**src/catb_pkg.sv**
```systemverilog
package catb_pkg;
    localparam int unsigned CATB_ADDR_W = 12;
    localparam int unsigned CATB_DATA_W = 32;
    localparam int unsigned CATB_IDX_W  = 10;
    // Register indices; the byte address is four times the index
    localparam logic [9:0]  CATB_IDX_COEFF6  = 10'h064;
    localparam logic [9:0]  CATB_IDX_COEFF7  = 10'h065;
    localparam logic [9:0]  CATB_IDX_COEFF8  = 10'h066;
    localparam logic [9:0]  CATB_IDX_COEFF9  = 10'h067;
    localparam logic [9:0]  CATB_IDX_COEFF10 = 10'h068;
    localparam logic [9:0]  CATB_IDX_COEFF11 = 10'h069;
    localparam logic [9:0]  CATB_IDX_CTRL    = 10'h070;
    localparam logic [9:0]  CATB_IDX_STAT    = 10'h071;
    localparam logic [7:0]  CATB_COEFF_RESET = 8'h00;
    // Coefficient widths
    localparam int unsigned CATB_G2_W = 14;
    localparam int unsigned CATB_G3_W = 12;
    localparam int unsigned CATB_G4_W = 12;
    localparam int unsigned CATB_O0_W = 14;
    localparam int unsigned CATB_O1_W = 12;
    // Field positions of the split coefficients
    localparam int unsigned CATB_G2_HI_LSB = 11;
    localparam int unsigned CATB_G2_HI_W   = 3;
    localparam int unsigned CATB_G3_LO_W   = 5;
    localparam int unsigned CATB_G3_HI_W   = 7;
    localparam int unsigned CATB_G4_LO_W   = 8;
    localparam int unsigned CATB_G4_HI_W   = 4;
    localparam int unsigned CATB_O0_LO_W   = 4;
    localparam int unsigned CATB_O0_MID_W  = 8;
    localparam int unsigned CATB_O0_HI_LSB = 12;
    localparam int unsigned CATB_O0_HI_W   = 2;
    localparam int unsigned CATB_O1_LO_W   = 6;
    // Control and status bits
    localparam int unsigned CATB_CTRL_RELOAD = 0;
    localparam int unsigned CATB_STAT_LOADED = 0;
    localparam int unsigned CATB_STAT_BUSY   = 1;
    localparam int unsigned CATB_STAT_ERR    = 2;
    localparam int unsigned CATB_STAT_TMO    = 3;
    // AXI responses
    localparam logic [1:0]  CATB_RESP_OKAY   = 2'h0;
    localparam logic [1:0]  CATB_RESP_DECERR = 2'h3;
    // Trim load timeout
    localparam int unsigned CATB_CLK_PERIOD_NS = 4;
    localparam int unsigned CATB_LOAD_TMO_NS   = 10000;
    localparam int unsigned CATB_LOAD_TMO_CYC  = CATB_LOAD_TMO_NS / CATB_CLK_PERIOD_NS;
    localparam int unsigned CATB_TMO_W         = 12;
    localparam logic [11:0] CATB_LOAD_TMO_LIM  = 12'(CATB_LOAD_TMO_CYC - 1);
    typedef enum logic {CATB_LOAD_IDLE, CATB_LOAD_WAIT} catb_load_state_t;
endpackage : catb_pkg

```
**src/catb_axil_wr.sv**
```systemverilog
`timescale 1ns/1ns
`default_nettype none
module catb_axil_wr (
    input  wire logic                             clock,
    input  wire logic                             rst_n,
    input  wire logic [catb_pkg::CATB_ADDR_W-1:0] awaddr,
    input  wire logic                             awvalid,
    output var  logic                             awready,
    input  wire logic [catb_pkg::CATB_DATA_W-1:0] wdata,
    input  wire logic [3:0]                       wstrb,
    input  wire logic                             wvalid,
    output var  logic                             wready,
    output var  logic [1:0]                       bresp,
    output var  logic                             bvalid,
    input  wire logic                             bready,
    output var  logic                             wr_en,
    output var  logic [catb_pkg::CATB_ADDR_W-1:0] wr_addr,
    output var  logic [catb_pkg::CATB_DATA_W-1:0] wr_data,
    output var  logic [3:0]                       wr_strb,
    input  wire logic [1:0]                       wr_resp
);
    import catb_pkg::*;
    logic aw_full_reg;
    logic w_full_reg;

    // Address and data are taken in either order; the write fires once both are held
    assign wr_en = aw_full_reg & w_full_reg & ~bvalid;

    always_ff @(posedge clock or negedge rst_n) begin
        if (!rst_n) begin
            aw_full_reg <= 1'b0;
            awready     <= 1'b1;
            wr_addr     <= '0;
        end else if (awvalid && awready) begin
            aw_full_reg <= 1'b1;
            awready     <= 1'b0;
            wr_addr     <= awaddr;
        end else if (wr_en) begin
            aw_full_reg <= 1'b0;
        end else if (bvalid && bready) begin
            awready     <= 1'b1;
        end
    end

    always_ff @(posedge clock or negedge rst_n) begin
        if (!rst_n) begin
            w_full_reg <= 1'b0;
            wready     <= 1'b1;
            wr_data    <= '0;
            wr_strb    <= 4'h0;
        end else if (wvalid && wready) begin
            w_full_reg <= 1'b1;
            wready     <= 1'b0;
            wr_data    <= wdata;
            wr_strb    <= wstrb;
        end else if (wr_en) begin
            w_full_reg <= 1'b0;
        end else if (bvalid && bready) begin
            wready     <= 1'b1;
        end
    end

    always_ff @(posedge clock or negedge rst_n) begin
        if (!rst_n) begin
            bvalid <= 1'b0;
            bresp  <= CATB_RESP_OKAY;
        end else if (wr_en) begin
            bvalid <= 1'b1;
            bresp  <= wr_resp;
        end else if (bready) begin
            bvalid <= 1'b0;
        end
    end
endmodule : catb_axil_wr
`default_nettype wire

```
**src/catb_axil_rd.sv**
```systemverilog
`timescale 1ns/1ns
`default_nettype none
module catb_axil_rd (
    input  wire logic                             clock,
    input  wire logic                             rst_n,
    input  wire logic [catb_pkg::CATB_ADDR_W-1:0] araddr,
    input  wire logic                             arvalid,
    output var  logic                             arready,
    output var  logic [catb_pkg::CATB_DATA_W-1:0] rdata,
    output var  logic [1:0]                       rresp,
    output var  logic                             rvalid,
    input  wire logic                             rready,
    output var  logic [catb_pkg::CATB_ADDR_W-1:0] rd_addr,
    input  wire logic [catb_pkg::CATB_DATA_W-1:0] rd_data,
    input  wire logic [1:0]                       rd_resp
);
    import catb_pkg::*;

    // The bank answers from the address as offered, so no address register is needed
    assign rd_addr = araddr;

    always_ff @(posedge clock or negedge rst_n) begin
        if (!rst_n) begin
            arready <= 1'b1;
            rvalid  <= 1'b0;
            rdata   <= '0;
            rresp   <= CATB_RESP_OKAY;
        end else if (arvalid && arready) begin
            arready <= 1'b0;
            rvalid  <= 1'b1;
            rdata   <= rd_data;
            rresp   <= rd_resp;
        end else if (rvalid && rready) begin
            arready <= 1'b1;
            rvalid  <= 1'b0;
        end
    end
endmodule : catb_axil_rd
`default_nettype wire

```
**src/catb_trim_bank.sv**
```systemverilog
// Chosen here: the AXI4-Lite slave port.
`timescale 1ns/1ns
`default_nettype none
// Overview of operation
// - Index 0x64 bits 2..0 read gain term 2 bits 13..11, read-only, reset zero.
// - Gain term 2 bits 2..0 and 10..3 belong to indices 0x62 and 0x63 outside this bank.
// - Index 0x66 reads gain term 4 bits 7..0 over the whole byte, read-only, reset zero.
// - Index 0x67 bits 3..0 read gain term 4 bits 11..8, read-only, reset zero.
// - Index 0x67 bits 7..4 read offset term 0 bits 3..0, read-only, reset zero.
// - Index 0x68 reads offset term 0 bits 11..4 over the whole byte, read-only, reset zero.
// - Index 0x69 bits 1..0 read offset term 0 bits 13..12, read-only, reset zero.
// - Index 0x69 bits 7..2 read offset term 1 bits 5..0, read-only, reset zero.
module catb_trim_bank (
    input  wire logic                             clock,
    input  wire logic                             rst_n,
    input  wire logic [catb_pkg::CATB_ADDR_W-1:0] s_axi_awaddr,
    input  wire logic [2:0]                       s_axi_awprot,
    input  wire logic                             s_axi_awvalid,
    output var  logic                             s_axi_awready,
    input  wire logic [catb_pkg::CATB_DATA_W-1:0] s_axi_wdata,
    input  wire logic [3:0]                       s_axi_wstrb,
    input  wire logic                             s_axi_wvalid,
    output var  logic                             s_axi_wready,
    output var  logic [1:0]                       s_axi_bresp,
    output var  logic                             s_axi_bvalid,
    input  wire logic                             s_axi_bready,
    input  wire logic [catb_pkg::CATB_ADDR_W-1:0] s_axi_araddr,
    input  wire logic [2:0]                       s_axi_arprot,
    input  wire logic                             s_axi_arvalid,
    output var  logic                             s_axi_arready,
    output var  logic [catb_pkg::CATB_DATA_W-1:0] s_axi_rdata,
    output var  logic [1:0]                       s_axi_rresp,
    output var  logic                             s_axi_rvalid,
    input  wire logic                             s_axi_rready,
    output var  logic                             trim_req,
    input  wire logic                             trim_ack,
    input  wire logic                             trim_err,
    input  wire logic [catb_pkg::CATB_G2_W-1:0]   trim_gain2,
    input  wire logic [catb_pkg::CATB_G3_W-1:0]   trim_gain3,
    input  wire logic [catb_pkg::CATB_G4_W-1:0]   trim_gain4,
    input  wire logic [catb_pkg::CATB_O0_W-1:0]   trim_offset0,
    input  wire logic [catb_pkg::CATB_O1_W-1:0]   trim_offset1,
    output var  logic [catb_pkg::CATB_G2_W-1:0]   gain_tempco_term2,
    output var  logic [catb_pkg::CATB_G3_W-1:0]   gain_tempco_term3,
    output var  logic [catb_pkg::CATB_G4_W-1:0]   gain_tempco_term4,
    output var  logic [catb_pkg::CATB_O0_W-1:0]   offset_tempco_term0,
    output var  logic [catb_pkg::CATB_O1_W-1:0]   offset_tempco_term1,
    output var  logic                             coeff_valid
);
    import catb_pkg::*;

    // Word index from a byte address; byte lanes inside a word are not decoded
    function automatic logic [CATB_IDX_W-1:0] catb_idx(
        input logic [CATB_ADDR_W-1:0] addr
    );
        catb_idx = addr[CATB_ADDR_W-1:2];
    endfunction : catb_idx

    function automatic logic catb_mapped(
        input logic [CATB_IDX_W-1:0] idx
    );
        catb_mapped = (idx >= CATB_IDX_COEFF6 && idx <= CATB_IDX_COEFF11)
                    || idx == CATB_IDX_CTRL
                    || idx == CATB_IDX_STAT;
    endfunction : catb_mapped

    logic                   wr_en;
    logic [CATB_ADDR_W-1:0] wr_addr;
    logic [CATB_DATA_W-1:0] wr_data;
    logic [3:0]             wr_strb;
    logic [1:0]             wr_resp;
    logic [CATB_ADDR_W-1:0] rd_addr;
    logic [CATB_DATA_W-1:0] rd_data;
    logic [1:0]             rd_resp;
    logic [CATB_IDX_W-1:0]  wr_idx;
    logic [CATB_IDX_W-1:0]  rd_idx;
    logic                   reload_wr;
    logic                   stat_wr;

    catb_axil_wr u_wr (
        .clock   (clock),
        .rst_n   (rst_n),
        .awaddr  (s_axi_awaddr),
        .awvalid (s_axi_awvalid),
        .awready (s_axi_awready),
        .wdata   (s_axi_wdata),
        .wstrb   (s_axi_wstrb),
        .wvalid  (s_axi_wvalid),
        .wready  (s_axi_wready),
        .bresp   (s_axi_bresp),
        .bvalid  (s_axi_bvalid),
        .bready  (s_axi_bready),
        .wr_en   (wr_en),
        .wr_addr (wr_addr),
        .wr_data (wr_data),
        .wr_strb (wr_strb),
        .wr_resp (wr_resp)
    );

    catb_axil_rd u_rd (
        .clock   (clock),
        .rst_n   (rst_n),
        .araddr  (s_axi_araddr),
        .arvalid (s_axi_arvalid),
        .arready (s_axi_arready),
        .rdata   (s_axi_rdata),
        .rresp   (s_axi_rresp),
        .rvalid  (s_axi_rvalid),
        .rready  (s_axi_rready),
        .rd_addr (rd_addr),
        .rd_data (rd_data),
        .rd_resp (rd_resp)
    );

    // Protection bits carry no meaning for a trim bank
    logic unused_prot;
    assign unused_prot = ^{s_axi_awprot, s_axi_arprot};

    assign wr_idx  = catb_idx(wr_addr);
    assign rd_idx  = catb_idx(rd_addr);
    assign wr_resp = catb_mapped(wr_idx) ? CATB_RESP_OKAY : CATB_RESP_DECERR;
    assign rd_resp = catb_mapped(rd_idx) ? CATB_RESP_OKAY : CATB_RESP_DECERR;

    // Only the low byte lane holds control and status bits
    assign reload_wr = wr_en && wr_idx == CATB_IDX_CTRL && wr_strb[0]
                    && wr_data[CATB_CTRL_RELOAD];
    assign stat_wr   = wr_en && wr_idx == CATB_IDX_STAT && wr_strb[0];

    // Trim load sequencer
    catb_load_state_t load_state_reg;
    logic [CATB_TMO_W-1:0] tmo_cnt_reg;
    logic                  loaded_reg;
    logic                  err_reg;
    logic                  tmo_reg;
    logic                  load_ok;
    logic                  load_bad;
    logic                  load_tmo;

    assign load_ok  = load_state_reg == CATB_LOAD_WAIT && trim_ack && !trim_err;
    assign load_bad = load_state_reg == CATB_LOAD_WAIT && trim_ack && trim_err;
    assign load_tmo = load_state_reg == CATB_LOAD_WAIT && !trim_ack
                    && tmo_cnt_reg == CATB_LOAD_TMO_LIM;

    // A load is requested straight out of reset, so the bank fills without software
    always_ff @(posedge clock or negedge rst_n) begin
        if (!rst_n) begin
            load_state_reg <= CATB_LOAD_WAIT;
        end else begin
            unique case (load_state_reg)
                CATB_LOAD_IDLE: begin
                    if (reload_wr) begin
                        load_state_reg <= CATB_LOAD_WAIT;
                    end
                end
                CATB_LOAD_WAIT: begin
                    if (trim_ack || load_tmo) begin
                        load_state_reg <= CATB_LOAD_IDLE;
                    end
                end
            endcase
        end
    end

    always_ff @(posedge clock or negedge rst_n) begin
        if (!rst_n) begin
            trim_req <= 1'b1;
        end else if (load_state_reg == CATB_LOAD_IDLE) begin
            trim_req <= reload_wr;
        end else if (trim_ack || load_tmo) begin
            trim_req <= 1'b0;
        end
    end

    always_ff @(posedge clock or negedge rst_n) begin
        if (!rst_n) begin
            tmo_cnt_reg <= '0;
        end else if (load_state_reg == CATB_LOAD_WAIT) begin
            tmo_cnt_reg <= tmo_cnt_reg + 1'b1;
        end else begin
            tmo_cnt_reg <= '0;
        end
    end

    // Error flags: the hardware set wins over a software write-one clear
    always_ff @(posedge clock or negedge rst_n) begin
        if (!rst_n) begin
            err_reg <= 1'b0;
        end else if (load_bad) begin
            err_reg <= 1'b1;
        end else if (stat_wr && wr_data[CATB_STAT_ERR]) begin
            err_reg <= 1'b0;
        end
    end

    always_ff @(posedge clock or negedge rst_n) begin
        if (!rst_n) begin
            tmo_reg <= 1'b0;
        end else if (load_tmo) begin
            tmo_reg <= 1'b1;
        end else if (stat_wr && wr_data[CATB_STAT_TMO]) begin
            tmo_reg <= 1'b0;
        end
    end

    // A failed reload keeps the last good coefficients in use
    always_ff @(posedge clock or negedge rst_n) begin
        if (!rst_n) begin
            loaded_reg  <= 1'b0;
            coeff_valid <= 1'b0;
        end else begin
            if (load_ok) begin
                loaded_reg <= 1'b1;
            end
            coeff_valid <= loaded_reg || load_ok;
        end
    end

    // Coefficient storage; only the trim load path can change it
    // Bus writes ignored
    always_ff @(posedge clock or negedge rst_n) begin
        if (!rst_n) begin
            gain_tempco_term2   <= '0;
            gain_tempco_term3   <= '0;
            gain_tempco_term4   <= '0;
            offset_tempco_term0 <= '0;
            offset_tempco_term1 <= '0;
        end else if (load_ok) begin
            gain_tempco_term2   <= trim_gain2;
            gain_tempco_term3   <= trim_gain3;
            gain_tempco_term4   <= trim_gain4;
            offset_tempco_term0 <= trim_offset0;
            offset_tempco_term1 <= trim_offset1;
        end
    end

    // Read data assembly; bytes sit in the low lane and upper lanes read zero
    logic [7:0] rd_byte;

    always_comb begin
        rd_byte = CATB_COEFF_RESET;
        unique case (rd_idx)
            CATB_IDX_COEFF6: begin
                rd_byte = {gain_tempco_term3[0 +: CATB_G3_LO_W],
                           gain_tempco_term2[CATB_G2_HI_LSB +: CATB_G2_HI_W]};
            end
            CATB_IDX_COEFF7: begin
                rd_byte = {1'b0,
                           gain_tempco_term3[CATB_G3_LO_W +: CATB_G3_HI_W]};
            end
            CATB_IDX_COEFF8: begin
                rd_byte = gain_tempco_term4[0 +: CATB_G4_LO_W];
            end
            CATB_IDX_COEFF9: begin
                rd_byte = {offset_tempco_term0[0 +: CATB_O0_LO_W],
                           gain_tempco_term4[CATB_G4_LO_W +: CATB_G4_HI_W]};
            end
            CATB_IDX_COEFF10: begin
                rd_byte = offset_tempco_term0[CATB_O0_LO_W +: CATB_O0_MID_W];
            end
            CATB_IDX_COEFF11: begin
                rd_byte = {offset_tempco_term1[0 +: CATB_O1_LO_W],
                           offset_tempco_term0[CATB_O0_HI_LSB +: CATB_O0_HI_W]};
            end
            CATB_IDX_STAT: begin
                rd_byte[CATB_STAT_LOADED] = loaded_reg;
                rd_byte[CATB_STAT_BUSY]   = load_state_reg == CATB_LOAD_WAIT;
                rd_byte[CATB_STAT_ERR]    = err_reg;
                rd_byte[CATB_STAT_TMO]    = tmo_reg;
            end
            default: begin
                rd_byte = CATB_COEFF_RESET;
            end
        endcase
    end

    // Lower gain term 2 bits
    // Those bits are served by the neighbouring bank; here the full term is only driven out
    assign rd_data = {{(CATB_DATA_W - 8){1'b0}}, rd_byte};

endmodule : catb_trim_bank
`default_nettype wire

```
**config.mk**
```make
export PLATFORM = sky130hd
export DESIGN_NAME = catb_trim_bank
export DESIGN_NICKNAME = d
export VERILOG_FILES = /design/src/catb_pkg.sv /design/src/catb_axil_wr.sv /design/src/catb_axil_rd.sv /design/src/catb_trim_bank.sv
export SDC_FILE = /design/constraint.sdc
export NUM_CORES = 1
export LEC_CHECK = 0
export BUFFER_PORTS_ARGS = -buffer_cell sky130_fd_sc_hd__buf_2
export CAP_MARGIN = 40
export CORE_ASPECT_RATIO = 0.6
export CORE_MARGIN = 1.5
export CORE_UTILIZATION = 47
export CTS_CLUSTER_SIZE = 24
export DETAILED_ROUTE_END_ITERATION = 10
export GPL_TIMING_DRIVEN = 0
export PLACE_DENSITY = 0.81
export SLEW_MARGIN = 10
export SYNTH_ARGS = -nofsm -noshare
export SYNTH_HDL_FRONTEND = slang
export SYNTH_SLANG_ARGS = --single-unit
export TNS_END_PERCENT = 30
```
**constraint.sdc**
```tcl
create_clock -name clock -period 1.7 [get_ports clock]
set_input_delay 0.255 -clock clock [delete_from_list [all_inputs] [get_ports clock]]
set_output_delay 0.255 -clock clock [all_outputs]
set_load 0.02 [all_outputs]
```
-- Word level (Yosys, flattened, before mapping)
Cells that the tools add are included.
- shift-type cells: 0
- add/sub/neg operators: 1
- bitwise gates (word level): 4
- mux-type cells: 27
- div/mod/pow operators: 0
- reduce and logical (&&, ||, !) cells: 37
- $mul: 0
- equal/unequal tests: 14
- $lt $le $gt $ge: 4
- operators with widths (operator ; number):
    == test 10 x 7 -> 1 bit (second input constant) ; 10
    case mux 4 bit (7 select lines) ; 1
    case mux 4 bit (6 select lines) ; 1
    two-way mux 1 bit ; 21
    >= comparator 10 x 7 -> 1 bit (second input constant) ; 2
    less-or-equal comparator 10 x 7 -> 1 bit (second input constant) ; 2
    logical AND 1 bit ; 19
    nonzero test 2 bit ; 8
    adder 12 x 1 -> 12 bit (second input constant) ; 1
    == test 12 bit (second input constant) ; 1
    two-way mux 12 bit ; 1
    logical OR 1 bit ; 6
    inequality test 2 x 1 -> 1 bit (second input constant) ; 3
    two-way mux 2 bit ; 2
    AND reduction 2 bit ; 2
    AND 1 bit ; 2
    zero test 1 bit ; 2
    inverter 1 bit ; 2
    case mux 1 bit (2 select lines) ; 1
- bits in latches: 0
- memories: 0
- memory bits (writable): 0
- ROM bits: 0
- input bits: 139
- bits in registers: 118
- word-level logic and storage cells: 112

-- Depth between registers and ports, before layout
Gate-level depths: netlist (run 1).
- word-level depth: 7
- mapped depth: 6

-- Modules after synthesis
Synthesis (run 1) repeated with hierarchy kept, for this count alone.
- cell total of the unflattened synthesis: 513
- area, all modules: 7548.5 µm²
- by module, submodules not included (module ; sequential area each (µm²) ; area an instance (µm²) ; cells an instance ; instances):
    catb_trim_bank ; 2054.5 ; 3818.7 ; 299 ; 1
    catb_axil_wr ; 1378.8 ; 2178.3 ; 124 ; 1
    catb_axil_rd ; 902.1 ; 1551.5 ; 90 ; 1

-- Least setup slack after synthesis (run 1)
No wires, ideal clock.
- path type: input port to flip-flop
- start point: in s_axi_araddr[2] in the netlist's numbering
- end point: reg u_rd.rdata[2] in the netlist's numbering
- stages on the path: 5
- buffers on the path: 2
- arrival: 1.366 ns
- library setup time: 0.152 ns
- slack: 0.182 ns
- cell sequence: buf_2 > buf_2 > mux2_1 > a222oi_1 > a22oi_1
- word-level cells in the longest chain between the ends: 2
- elaborated cells on any way between the ends: 8
- classes of those cells: eq/ne: 7; mux: 1
- ends and longest elaborated chain (item ; line ; source):
    from (decl) ; catb_trim_bank.sv:27 ; input wire logic [catb_pkg::CATB_ADDR_W-1:0] s_axi_araddr,
    == test 10 x 7 -> 1 bit ; catb_trim_bank.sv:241 ; unique case (rd_idx)
    case mux 4 bit (7 select lines) * ; catb_trim_bank.sv:241 ;
    to (signal assigned) ; catb_axil_rd.sv:31 ; rdata <= rd_data;
    to (decl) ; catb_axil_rd.sv:9 ; output var logic [catb_pkg::CATB_DATA_W-1:0] rdata,
Every way passes the cells marked *; elsewhere a longest branch is shown, timed or not.
A chain may end at the register's enable or synchronous reset.

-- Final worst setup path (run 1)
- start point: reg load_state_reg
- end point: reg offset_tempco_term1[11] in the netlist's numbering
- word-level cells in the longest chain between the ends: 2
- ends and longest elaborated chain (item ; line ; source):
    from (decl) ; catb_trim_bank.sv:130 ; catb_load_state_t load_state_reg;
    from (signal assigned) ; catb_trim_bank.sv:147 ; load_state_reg <= CATB_LOAD_WAIT;
    from (signal assigned) ; catb_trim_bank.sv:152 ; load_state_reg <= CATB_LOAD_WAIT;
    from (signal assigned) ; catb_trim_bank.sv:157 ; load_state_reg <= CATB_LOAD_IDLE;
    logical AND 1 bit (2 in series) ; catb_trim_bank.sv:139 ; assign load_ok = load_state_reg == CATB_LOAD_WAIT && trim_ack && !trim_err;
    to (signal assigned) ; catb_trim_bank.sv:232 ; offset_tempco_term1 <= trim_offset1;
    to (decl) ; catb_trim_bank.sv:47 ; output var logic [catb_pkg::CATB_O1_W-1:0] offset_tempco_term1,
Every way passes these cells.

==> results of run 1 <==
-- final cells by class --
cell class | count | area (um2) | area share
Buffer | 42 | 280.3 | 0.04002
Clock buffer | 20 | 456.7 | 0.06521
Clock inverter | 12 | 157.7 | 0.02251
Inverter | 6 | 22.52 | 0.003216
Multi-Input combinational cell | 257 | 2111 | 0.3014
Sequential cell | 113 | 2834 | 0.4047
Tap cell | 139 | 173.9 | 0.02483
Timing Repair Buffer | 184 | 967.2 | 0.1381
-- repair_timing --
action                                  4_1_cts  5_1_grt
gates resized for setup                       5        0
hold buffers                                  2        0
buffers inserted                              0        3
endpoints found under the setup margin       47       47
cloned                                        0        0
hold endpoints to repair                     24        0
-- Yosys cell counts, types with 4 or more instances --
master    instances
dfrtp_1         108
mux2_1           70
buf_4            26
nand2_1          22
mux2_2           14
mux2i_1          12
buf_2            11
and2_1           10
o21ai_0           7
o21ai_1           7
o22ai_1           7
inv_1             6
nand2b_1          6
nand3_1           6
xnor2_1           6
clkbuf_1          5
dfstp_2           5
a21o_1            4
a22oi_1           4
a32oi_1           4
mux4_2            4
nand4_1           4
nor2_1            4
nor3_1            4
-- path summary, 6_finish.rpt --
check	cells past startpoint	end	from
max	4	offset_tempco_term1[11]	load_state_reg
min	2	u_wr.awready	s_axi_awvalid
max reg2reg	4	offset_tempco_term1[11]	load_state_reg
min reg2reg	1	gain_tempco_term2[7]	gain_tempco_term2[7]
max in group asynchronous	3	u_wr.awready	rst_n
min in group asynchronous	2	offset_tempco_term1[2]	rst_n
-- logic make-up (layout without fill, tap and decap cells) --
logic type,after synthesis,in the layout
xor+xnor,9,9
buf+inv,48,264
simple gates,79,79
mux,100,100
flops,113,113
other cells,1,24
compound gates,44,44
fa+ha+maj,1,1
-- power by group through the flow --
stage	combinational (uW)	sequential [uW]	clock [uW]
finish	879	3120	3670
global route	976	3150	3860
CTS	887	3120	3720
detailed placement	878	3160	0
global placement	837	3140	0
floorplan	519	3170	0
-- per-stage QoR --
stage | instances | setup TNS, ns | utilization
floorplan | 418 | 0 | -
global route | 773 | 0 | 0.6587
detailed placement | 736 | -1.699 | 0.5959
finish | 773 | 0 | 0.6587
CTS | 770 | 0 | 0.6566
global placement | 735 | -97.17 | 0.5927
-- cells in the final DEF (no fill, tap or decap), drive strengths merged, types with 4 or more instances in the layout --
master,synthesis,routed
inv,6,7
a32oi,4,4
nor2,4,4
buf,37,219
clkbuf,5,25
and2,10,10
xnor2,6,6
dfrtp,108,108
dfstp,5,5
a22oi,4,4
nand3,6,6
nor3,4,4
o21ai,14,14
clkinv,0,5
mux2,84,84
o22ai,7,7
nand2,22,22
nand4,4,4
nand2b,6,6
mux2i,12,12
mux4,4,4
nor4,4,4
conb,1,24
a21o,4,4
-- layer usage --
metal | track usage | wire (um) | vias to the layer above
li1 | - | - | 1839
met1 | 0.3150 | 5997 | 1982
met2 | 0.3953 | 6575 | 157
met3 | 0.09294 | 1130 | 8
met4 | 0.07273 | 118 | 0
met5 | 0 | 0 | -
-- worst max-delay path, delay by kind of cell, from the launching register on --
kind | cells | cell delay [ns]
buf+inv | 2 | 0.44
flops | 1 | 0.57
mux | 1 | 0.34
simple gates | 1 | 0.16
==> key figures, run 1 <==
Power and ir drop
  • PD cells: 1095 nW/um2
  • Flop pwr share: 0.407
  • Combinational share of power: 0.115
  • Sw Pwr: roughly 1900 uW
  • Maximum vdd drop: around 890 uV
  • Clock power share: 0.478
  • Total power: roughly 7700 uW
  • Leak Pwr: ~0.0039 uW
  • Sw frac: 0.2468
  • Internal: just under 6000 uW

Drt
  • Post-Route WL: 13.82 mm
  • Remaining antenna violation count: 0
  • First-pass DRT Iterations: 4
  • Residual DRC count: 0
  • Vias: approximately 4000
  • DR iter-0 viols: between 150 and 200
  • Vias per cell: around 5.2
  • Routed WL per cell: between 15 and 20 um

Place
  • Dpl ws: -0.1149 ns
  • Detail Placement HPWL: roughly 10 mm
  • Number of I/O port buffers: ~180
  • DP Area: 6335 um2
  • Gpl congestion: 0.7885

Die
  • Die height: approximately 84 um
  • Die width: roughly 140 um
  • Number of primary I/O pins: around 250
  • Row cnt: 29
  • Starting density of the core: 0.4844
  • DIE AREA: ~12000 um2
  • Core box area: 10630 um2

Global routing
  • Initial antenna violation count: 0
  • Vias in the first global route: around 4200
  • First-pass GRT wire length: 21.78 mm
  • Grt ovf: 0
  • Pin count of the biggest net entering global routing: 91
  • GRT Overall Usage: 0.2472

Layout
  • Ratio of cells with drive above 1 in the final layout: 0.4369
  • Fillers: 819
  • Final Cell Area: between 7000 and 8000 um2
  • Top flop regs: gain_tempco_term2: 14 flops, offset_tempco_term0: 14 flops
  • Nets: about 760
  • Antenna cells: 0
  • Area grow syn2layout: 35.98%

Hold path
  • Worst hold path class: in -> reg

Timing
  • Final WS setup: slightly above 0.07 ns
  • Setup violations, final: 0
  • Worst slew pin tran: 0.6223 ns
  • Slew headroom: 0.5786
  • Max Slew Vio Count: 0
  • Final hold vios: 0
  • Period utilisation layout: 0.9584
  • Unrepaired setup endpoints after global routing: no
  • Clock Skew: 0.01050 ns
  • Final min period: 1.629 ns
  • WHS: approximately 0.017 ns
  • Fmax: about 600 MHz

Critical path
  • Crit. End Element: flop
  • Max FO, Critical Path: 10
  • WS Path Type: reg -> reg
  • Crit-path cells: nand3b_1, buf_4, buf_2, mux2_1
  • Worst setup SP type: flop
  • Slowest stage delay, CP: 0.57 ns
  • Required time of the critical path: approximately 2.0 ns
  • R2r setup slk: about 0.071 ns
  • Arr. time, crit path: between 1.5 and 2 ns
  • Slowest CP cell: dfstp_2

Synth
  • Synth warn: 0
  • Cell variety after synth: 51
  • Post-synthesis cell area: between 5000 and 6000 um2
  • Top cells by area, synth: dfrtp_1 52%, mux2_1 15%, buf_4 3.8%
  • Adder-Cell Fraction of Synth Area: 0.002430
  • Number of synthesized flops with an enable pin: 0
  • Post-Synth Simple-Gate Area: 0.09354
  • Async S/R FF share, synth: 1.000
  • Syn avg cell area: ~13 um2
  • Largest family of logic cells by synthesized area: multiplexers
  • Compound-Gate Fraction of Synth Area: 0.05661
  • XOR/XNOR share of the synthesized area: 0.01531
  • Post-Synthesis Cells: 395
  • Area share of the largest cell type after synthesis: 0.5248
  • Synth Flop Type: dfrtp_1
  • Post-synthesis mux area share: 0.2245
  • Synth area leader: dfrtp_1
  • Sequential area share after synthesis: 0.5503
  • Number of synthesized register bits: 113

Clock tree
  • H-Tree Level Count: 4
  • Clock Pin Slew Worst Setup and Hold Paths: 0.06 ns
  • Worst-skew pair later-pin latency: 0.40 ns
  • Total CTS buffers: 17
  • CTS tree: built
  • Clk sinks: 113
  • CTS Buffer Depth: 2
  • CTS root buffer: clkbuf_16

Outcome
  • Status: complete, no violations

Run
  • Max Cap Viol: 0
Power figures use the tool's default switching activity.
==> run 2, diff against run 1 <==
--- a/config.mk
+++ b/config.mk
@@ -5,6 +5,7 @@
 export SDC_FILE = /design/constraint.sdc
 export NUM_CORES = 1
 export LEC_CHECK = 0
+export ABC_AREA = 1
 export BUFFER_PORTS_ARGS = -buffer_cell sky130_fd_sc_hd__buf_2
 export CAP_MARGIN = 40
 export CORE_ASPECT_RATIO = 0.6
@@ -13,7 +14,7 @@
 export CTS_CLUSTER_SIZE = 24
 export DETAILED_ROUTE_END_ITERATION = 10
 export GPL_TIMING_DRIVEN = 0
-export PLACE_DENSITY = 0.81
+export PLACE_DENSITY = 0.8
 export SLEW_MARGIN = 10
 export SYNTH_ARGS = -nofsm -noshare
 export SYNTH_HDL_FRONTEND = slang
==> key figures, run 2 <==
Drt
  • Post-Route WL: 14.56 mm (+5.3%)
  • Routed WL per cell: 15.45 um (-14%)
  • First-pass DRT Iterations: 7 (+3)
  • Vias per cell: 4.955 (-3.9%)
  • Residual DRC count: 0 (unchanged)
  • Remaining antenna violation count: 0 (unchanged)
  • DR iter-0 viols: 321 (+75%)
  • Vias: 4668 (+17%)

Die
  • Starting density of the core: 0.4820 (-0.002406)
  • Die width: 141.7 um (+2.6%)
  • Row cnt: 30 (+3.4%)
  • Die height: 86.24 um (+2.6%)
  • Number of primary I/O pins: 246 (unchanged)
  • DIE AREA: 12220 um2 (+5.2%)
  • Core box area: 11260 um2 (+5.9%)

Layout
  • Ratio of cells with drive above 1 in the final layout: 0.3747 (-0.06222)
  • Nets: 925 (+22%)
  • Top flop regs: gain_tempco_term2: 14 flops, offset_tempco_term0: 14 flops
  • Final core utilization: 0.6497 (-0.009036)
  • Area grow syn2layout: 34.79%
  • Most frequent cells in the layout: 185 x buf_2, 108 x dfrtp_1, 78 x nor2_1
  • Commonest non-fill, non-tap cell in the layout: buf_2
  • Antenna cells: 0 (unchanged)
  • Non-filler cells, final: 942 (+22%)

Timing
  • Fmax: 620.1 MHz (+1.0%)
  • Max Slew Vio Count: 0 (unchanged)
  • Final hold vios: 0 (unchanged)
  • Period utilisation layout: 0.9486 (-0.009770)
  • Final WS setup: 0.08732 ns (+0.01661 ns)
  • WHS: 0.05663 ns (+0.03943 ns)
  • Clock Skew: 0.007039 ns (-0.003458 ns)
  • Setup violations, final: 0 (unchanged)
  • Final min period: 1.613 ns (-0.01661 ns)
  • Unrepaired setup endpoints after global routing: no

Synth
  • Post-synthesis cell area: 5428 um2 (+5.4%)
  • Synth area leader: dfrtp_1
  • Post-Synthesis Cells: 562 (+42%)
  • Top cells by area, synth: dfrtp_1 50%, mux2_1 8.3%, nor2_1 5.4%
  • Syn avg cell area: 9.658 um2 (-26%)
  • Top post-synthesis cells by count: 108 x dfrtp_1, 78 x nor2_1, 74 x nand2_1, 53 x inv_1, 40 x mux2_1
  • Area share of the largest cell type after synthesis: 0.4979 (-0.02686)
  • Synth warn: 0 (unchanged)
  • Synth Flop Type: dfrtp_1
  • Number of synthesized register bits: 113 (unchanged)
  • Sequential area share after synthesis: 0.5221 (-0.02816)
  • Number of synthesized flops with an enable pin: 0 (unchanged)
  • Count leader, synth: dfrtp_1
  • Cell variety after synth: 37 (-27%)
  • Async S/R FF share, synth: 1.000 (unchanged)

Hold path
  • Worst hold path class: in -> reg
  • Worst hold stages: 2 (unchanged)

Critical path
  • Slowest stage delay, CP: 0.38 ns (-0.19 ns)
  • Slowest CP cell: dfstp_2
  • FF-to-FF path depth: 4 (unchanged)
  • Required time of the critical path: 1.99 ns (about the same)
  • Worst setup SP type: flop
  • Critical path's most frequent cell: buf_2
  • Crit-path cells: nand3b_1, buf_2, buf_2, mux2_2
  • Max FO, Critical Path: 10 (unchanged)
  • Crit. End Element: flop
  • WS Path Type: reg -> reg
  • Arr. time, crit path: 1.90 ns (about the same)

Clock tree
  • Total CTS buffers: 17 (unchanged)
  • CTS tree: built
  • CTS root buffer: clkbuf_16
  • CTS Buffer Depth: 2 (unchanged)
  • Clock Pin Slew Worst Setup and Hold Paths: 0.06 ns (about the same)
  • Worst-skew pair later-pin latency: 0.41 ns (about the same)
  • Clk sinks: 113 (unchanged)
  • H-Tree Level Count: 4 (unchanged)

Power and ir drop
  • Combinational share of power: 0.180 (+0.065)
  • PD cells: 1242 nW/um2 (+13%)
  • Internal: 6506 uW (+13%)
  • Flop pwr share: 0.376 (-0.031)
  • Sw frac: 0.2837 (+0.03698)
  • Maximum vdd drop: 882.3 uV (-1.4%)
  • Leak Pwr: 0.004012 uW (+4.1%)
  • Clock power share: 0.444 (-0.034)
  • Sw Pwr: 2577 uW (+36%)

Global routing
  • Vias in the first global route: 4553 (+9.5%)
  • Grt ovf: 0 (unchanged)
  • First-pass GRT wire length: 23.15 mm (+6.3%)
  • Pin count of the biggest net entering global routing: 67 (-26%)
  • Initial antenna violation count: 1 (+1)
  • GRT Overall Usage: 0.2510 (+0.003773)

Place
  • Dpl ws: 0.06586 ns (+0.1808 ns)
  • Number of I/O port buffers: 179 (+0.56%)
  • Detail Placement HPWL: 10.96 mm (+9.3%)
  • Gpl congestion: 0.9645 (+22%)
  • Inst Count DP: 909 (+24%)

Outcome
  • Status: complete, no violations

Run
  • Max Cap Viol: 0 (unchanged)
==> run 2: cell types whose count changed in the layout (fill, tap and decap cells not counted), moves of 7 or more <==
cell,before,now
a21oi_1,2,36
and2_1,10,0
inv_1,6,53
mux2_1,70,40
mux2i_1,12,0
nand2_1,22,74
nand3_1,6,21
nand4_1,4,20
nor2_1,4,78
o21ai_0,7,18
o22ai_1,7,0
==> run 2: worst paths after layout <==
kind                                                end             from  slack, ns
worst max-delay path             offset_tempco_term0[9]   load_state_reg       0.09
worst min-delay path             offset_tempco_term0[8]  trim_offset0[8]       0.06
worst max register to register   offset_tempco_term0[9]   load_state_reg       0.09
worst min register to register           tmo_cnt_reg[0]   tmo_cnt_reg[0]       0.47
max in group asynchronous                  u_rd.arready            rst_n       0.63
min in group asynchronous       offset_tempco_term1[11]            rst_n       0.36
==> run 2: cell families after synthesis <==
family / Yosys count / share of synthesized area
AO/OA/AOI/OAI: 68 / 0.06662
XOR/XNOR: 2 / 0.003228
adder cells (fa/ha/maj): 1 / 0.002305
buffers and inverters: 101 / 0.09543
flip-flops: 113 / 0.5221
multiplexers: 52 / 0.1079
other: 1 / 0.0006909
AND/OR/NAND/NOR: 224 / 0.2017
==> run 2: critical path, delay by kind of cell (launching register included) <==
kind	cells	cell delay [ns]
buffers and inverters	2	0.65
DFF	1	0.38
muxes	1	0.38
and+or+nand+nor	1	0.07
==> run 2: per-layer routing <==
metal | wire length [um] | vias to the layer above | share of wire | GRT usage
met1 | 6812 | 2175 | 0.47 | 0.3599
li1 | - | 2248 | - | -
met5 | 13 | - | 0.00089 | 0
met3 | 1473 | 14 | 0.10 | 0.08729
met4 | 141 | 2 | 0.0097 | 0.05436
met2 | 6113 | 229 | 0.42 | 0.3703
==> run 2: layout make-up <==
type,count,area [um2]
fillers,896,3945
flip-flops and latches,113,2834
multi-input cells,371,2162
repair buffers,181,939.7
clock buffers,21,480.5
plain buffers,42,299.0
inverters,59,221.5
clock inverters,11,198.9
well taps,144,180.2
==> run 2: what timing repair did <==
| action | CTS | global route |
|---|---|---|
| endpoints found under the hold margin | 43 | 0 |
| setup endpoints to repair | 0 | 7 |
| hold buffers | 1 | 0 |
| setup buffers | 0 | 0 |
| resized for setup | 0 | 2 |
==> run 2: power by group through the flow <==
stage | Sequential, uW | Combinational [uW] | Clock (uW)
global placement | 3440 | 1580 | 0
CTS | 3410 | 1640 | 4080
detailed placement | 3450 | 1630 | 0
floorplan | 3700 | 727 | 0
global route | 3470 | 1800 | 4220
finish | 3420 | 1640 | 4030
==> run 2: per-stage QoR <==
stage               TNS, ns  instance area, um2  power (uW)
global placement    -102.24                6590        5023
floorplan                 0                5514        4423
detailed placement        0                6624        5075
finish                    0                7316        9083
CTS                       0                7313        9135
global route              0                7316        9494
==> run 3, diff against run 2 <==
--- a/config.mk
+++ b/config.mk
@@ -8,8 +8,8 @@
 export ABC_AREA = 1
 export BUFFER_PORTS_ARGS = -buffer_cell sky130_fd_sc_hd__buf_2
 export CAP_MARGIN = 40
-export CORE_ASPECT_RATIO = 0.6
-export CORE_MARGIN = 1.5
+export CORE_ASPECT_RATIO = 0.8
+export CORE_MARGIN = 2
 export CORE_UTILIZATION = 47
 export CTS_CLUSTER_SIZE = 24
 export DETAILED_ROUTE_END_ITERATION = 10
==> key figures, run 3 (synthesis gave the netlist of run 2 again) <==
Global routing
  • Grt ovf: 0 (unchanged)
  • Initial antenna violation count: 0 (-1)
  • Pin count of the biggest net entering global routing: 84 (+25%)
  • GRT Overall Usage: 0.2370 (-0.01406)
  • Vias in the first global route: 4330 (-4.9%)
  • First-pass GRT wire length: 22.11 mm (-4.5%)

Layout
  • Sequential Area: 2834 um2 (unchanged)
  • Commonest non-fill, non-tap cell in the layout: buf_2
  • Final core utilization: 0.6393 (-0.01033)
  • Footprint of the multi-input gates: 2162 um2 (unchanged)
  • Area grow syn2layout: 34.12%
  • Fillers: 958 (+6.9%)
  • Nets: 925 (unchanged)
  • Final Cell Area: 7279 um2 (-0.50%)
  • Ratio of cells with drive above 1 in the final layout: 0.3734 (-0.001253)
  • Top flop regs: gain_tempco_term2: 14 flops, offset_tempco_term0: 14 flops
  • Most frequent cells in the layout: 185 x buf_2, 108 x dfrtp_1, 78 x nor2_1
  • Antenna cells: 0 (unchanged)

Timing
  • Unrepaired setup endpoints after global routing: no
  • Final min period: 1.589 ns (-0.02326 ns)
  • Clock Skew: 0.01039 ns (+0.003352 ns)
  • Setup TNS: 0 ns (unchanged)
  • Final WS setup: 0.1106 ns (+0.02326 ns)
  • Final hold vios: 0 (unchanged)
  • Period utilisation layout: 0.9350 (-0.01368)
  • Fmax: 629.2 MHz (+1.5%)
  • Max Slew Vio Count: 0 (unchanged)
  • Setup violations, final: 0 (unchanged)

Power and ir drop
  • PD cells: 1210 nW/um2 (-2.5%)
  • Leak Pwr: 0.003977 uW (-0.88%)
  • Maximum vdd drop: 774.6 uV (-12%)
  • Total power: 8811 uW (-3.0%)

Clock tree
  • Post CTS Setup Buffer Count: 0 (unchanged)
  • Worst-skew pair later-pin latency: 0.41 ns (about the same)
  • Clk sinks: 113 (unchanged)
  • CTS Buffer Depth: 2 (unchanged)
  • CTS root buffer: clkbuf_16
  • H-Tree Level Count: 4 (unchanged)
  • CTS tree: built
  • Total CTS buffers: 17 (unchanged)
  • Clock Pin Slew Worst Setup and Hold Paths: 0.05 ns (about the same)

Critical path
  • Critical Path Start: load_state_reg
  • WS Path Type: reg -> reg
  • FF-to-FF path depth: 5 (+1)
  • Crit. End Element: flop
  • Worst setup SP type: flop
  • Crit Reg-Reg Endpoint: gain_tempco_term3[11]
  • Max FO, Critical Path: 10 (unchanged)
  • Required time of the critical path: 2.02 ns (+0.03 ns)
  • Arr. time, crit path: 1.91 ns (about the same)
  • R2r setup slk: 0.11 ns (+0.02 ns)
  • Worst r2r src: load_state_reg

Drt
  • Post-Route WL: 14.27 mm (-1.9%)
  • Vias: 4653 (-0.32%)
  • WL met2: 6.474 mm (+5.9%)
  • First-pass DRT Iterations: 4 (-3)
  • DR top layer: met4
  • Vias per cell: 4.919 (-0.74%)
  • Routed WL per cell: 15.09 um (-2.4%)
  • Residual DRC count: 0 (unchanged)
  • Remaining antenna violation count: 0 (unchanged)
  • DR iter-0 viols: 261 (-19%)
  • Met1 Routed Length: 6.377 mm (-6.4%)
  • Met3 wire length: 1.276 mm (-13%)

Place
  • Dpl ws: 0.03704 ns (-0.02883 ns)
  • Gpl congestion: 0.9022 (-6.5%)
  • Detail Placement HPWL: 10.48 mm (-4.4%)
  • DP Area: 6629 um2 (about the same)
  • Number of I/O port buffers: 179 (unchanged)

Outcome
  • Status: complete, no violations

Hold path
  • Worst hold path class: in -> reg
  • Worst hold stages: 2 (unchanged)
  • WHS Endpoint: u_wr.bvalid
  • Min-delay src: s_axi_bready

Die
  • Starting density of the core: 0.4767 (-0.005297)
  • Core box area: 11390 um2 (+1.1%)
  • DIE AREA: 12430 um2 (+1.7%)
  • Die width: 124.1 um (-12%)
  • Row cnt: 35 (+17%)
  • Number of primary I/O pins: 246 (unchanged)
  • Die height: 100.1 um (+16%)

Run
  • Max Cap Viol: 0 (unchanged)
run 3: worst max-delay path by stage:
| stage | to | slack [ns] |
|---|---|---|
| final | gain_tempco_term3[11] | 0.11 |
| after global placement | u_wr.wr_addr[7] | -0.99 |
| after floorplan | gain_tempco_term3[1] | 0.35 |
| after CTS | gain_tempco_term3[11] | 0.01 |
| after detailed placement | gain_tempco_term3[11] | 0.04 |
| after global routing | tmo_cnt_reg[10] | 0.03 |
run 3: power by group:
part	switching, uW	internal, uW	leakage [uW]
clock	1250	2530	0.000299
combinational	1030	592	0.00231
sequential	267	3140	0.00137
run 3: what timing repair did:
item	CTS	global route
hold endpoints to repair	30	0
hold buffers	1	0
setup endpoints to repair	0	11
resized for setup	0	2
run 3: layout make-up:
type	count	area share
Buffer	42	0.04108
Clock buffer	20	0.06274
Clock inverter	12	0.02492
Inverter	59	0.03042
Multi-Input combinational cell	371	0.2970
Sequential cell	113	0.3893
Tap cell	148	0.02544
Timing Repair Buffer	181	0.1291
run 3: critical path: stages, from the launching register on:
cell	delay (ns)
dfstp_2	0.56
nand3b_1	0.08
buf_2	0.22
buf_4	0.24
buf_2	0.22
a21oi_1	0.18
run 3: through the flow:
| step | cells | hold slack (ns) |
|---|---|---|
| floorplan | 585 | -0.04059 |
| global placement | 912 | 0.4526 |
| detailed placement | 913 | 0.1527 |
| CTS | 946 | 0.03733 |
| global route | 946 | 0.03774 |
| finish | 946 | 0.05017 |
run 3: layer usage:
metal  vias to the layer above  GRT usage
li1                       2253          -
met1                      2187     0.3253
met2                       200     0.3569
met3                        13    0.07955
met4                         0    0.07260
met5                         -          0
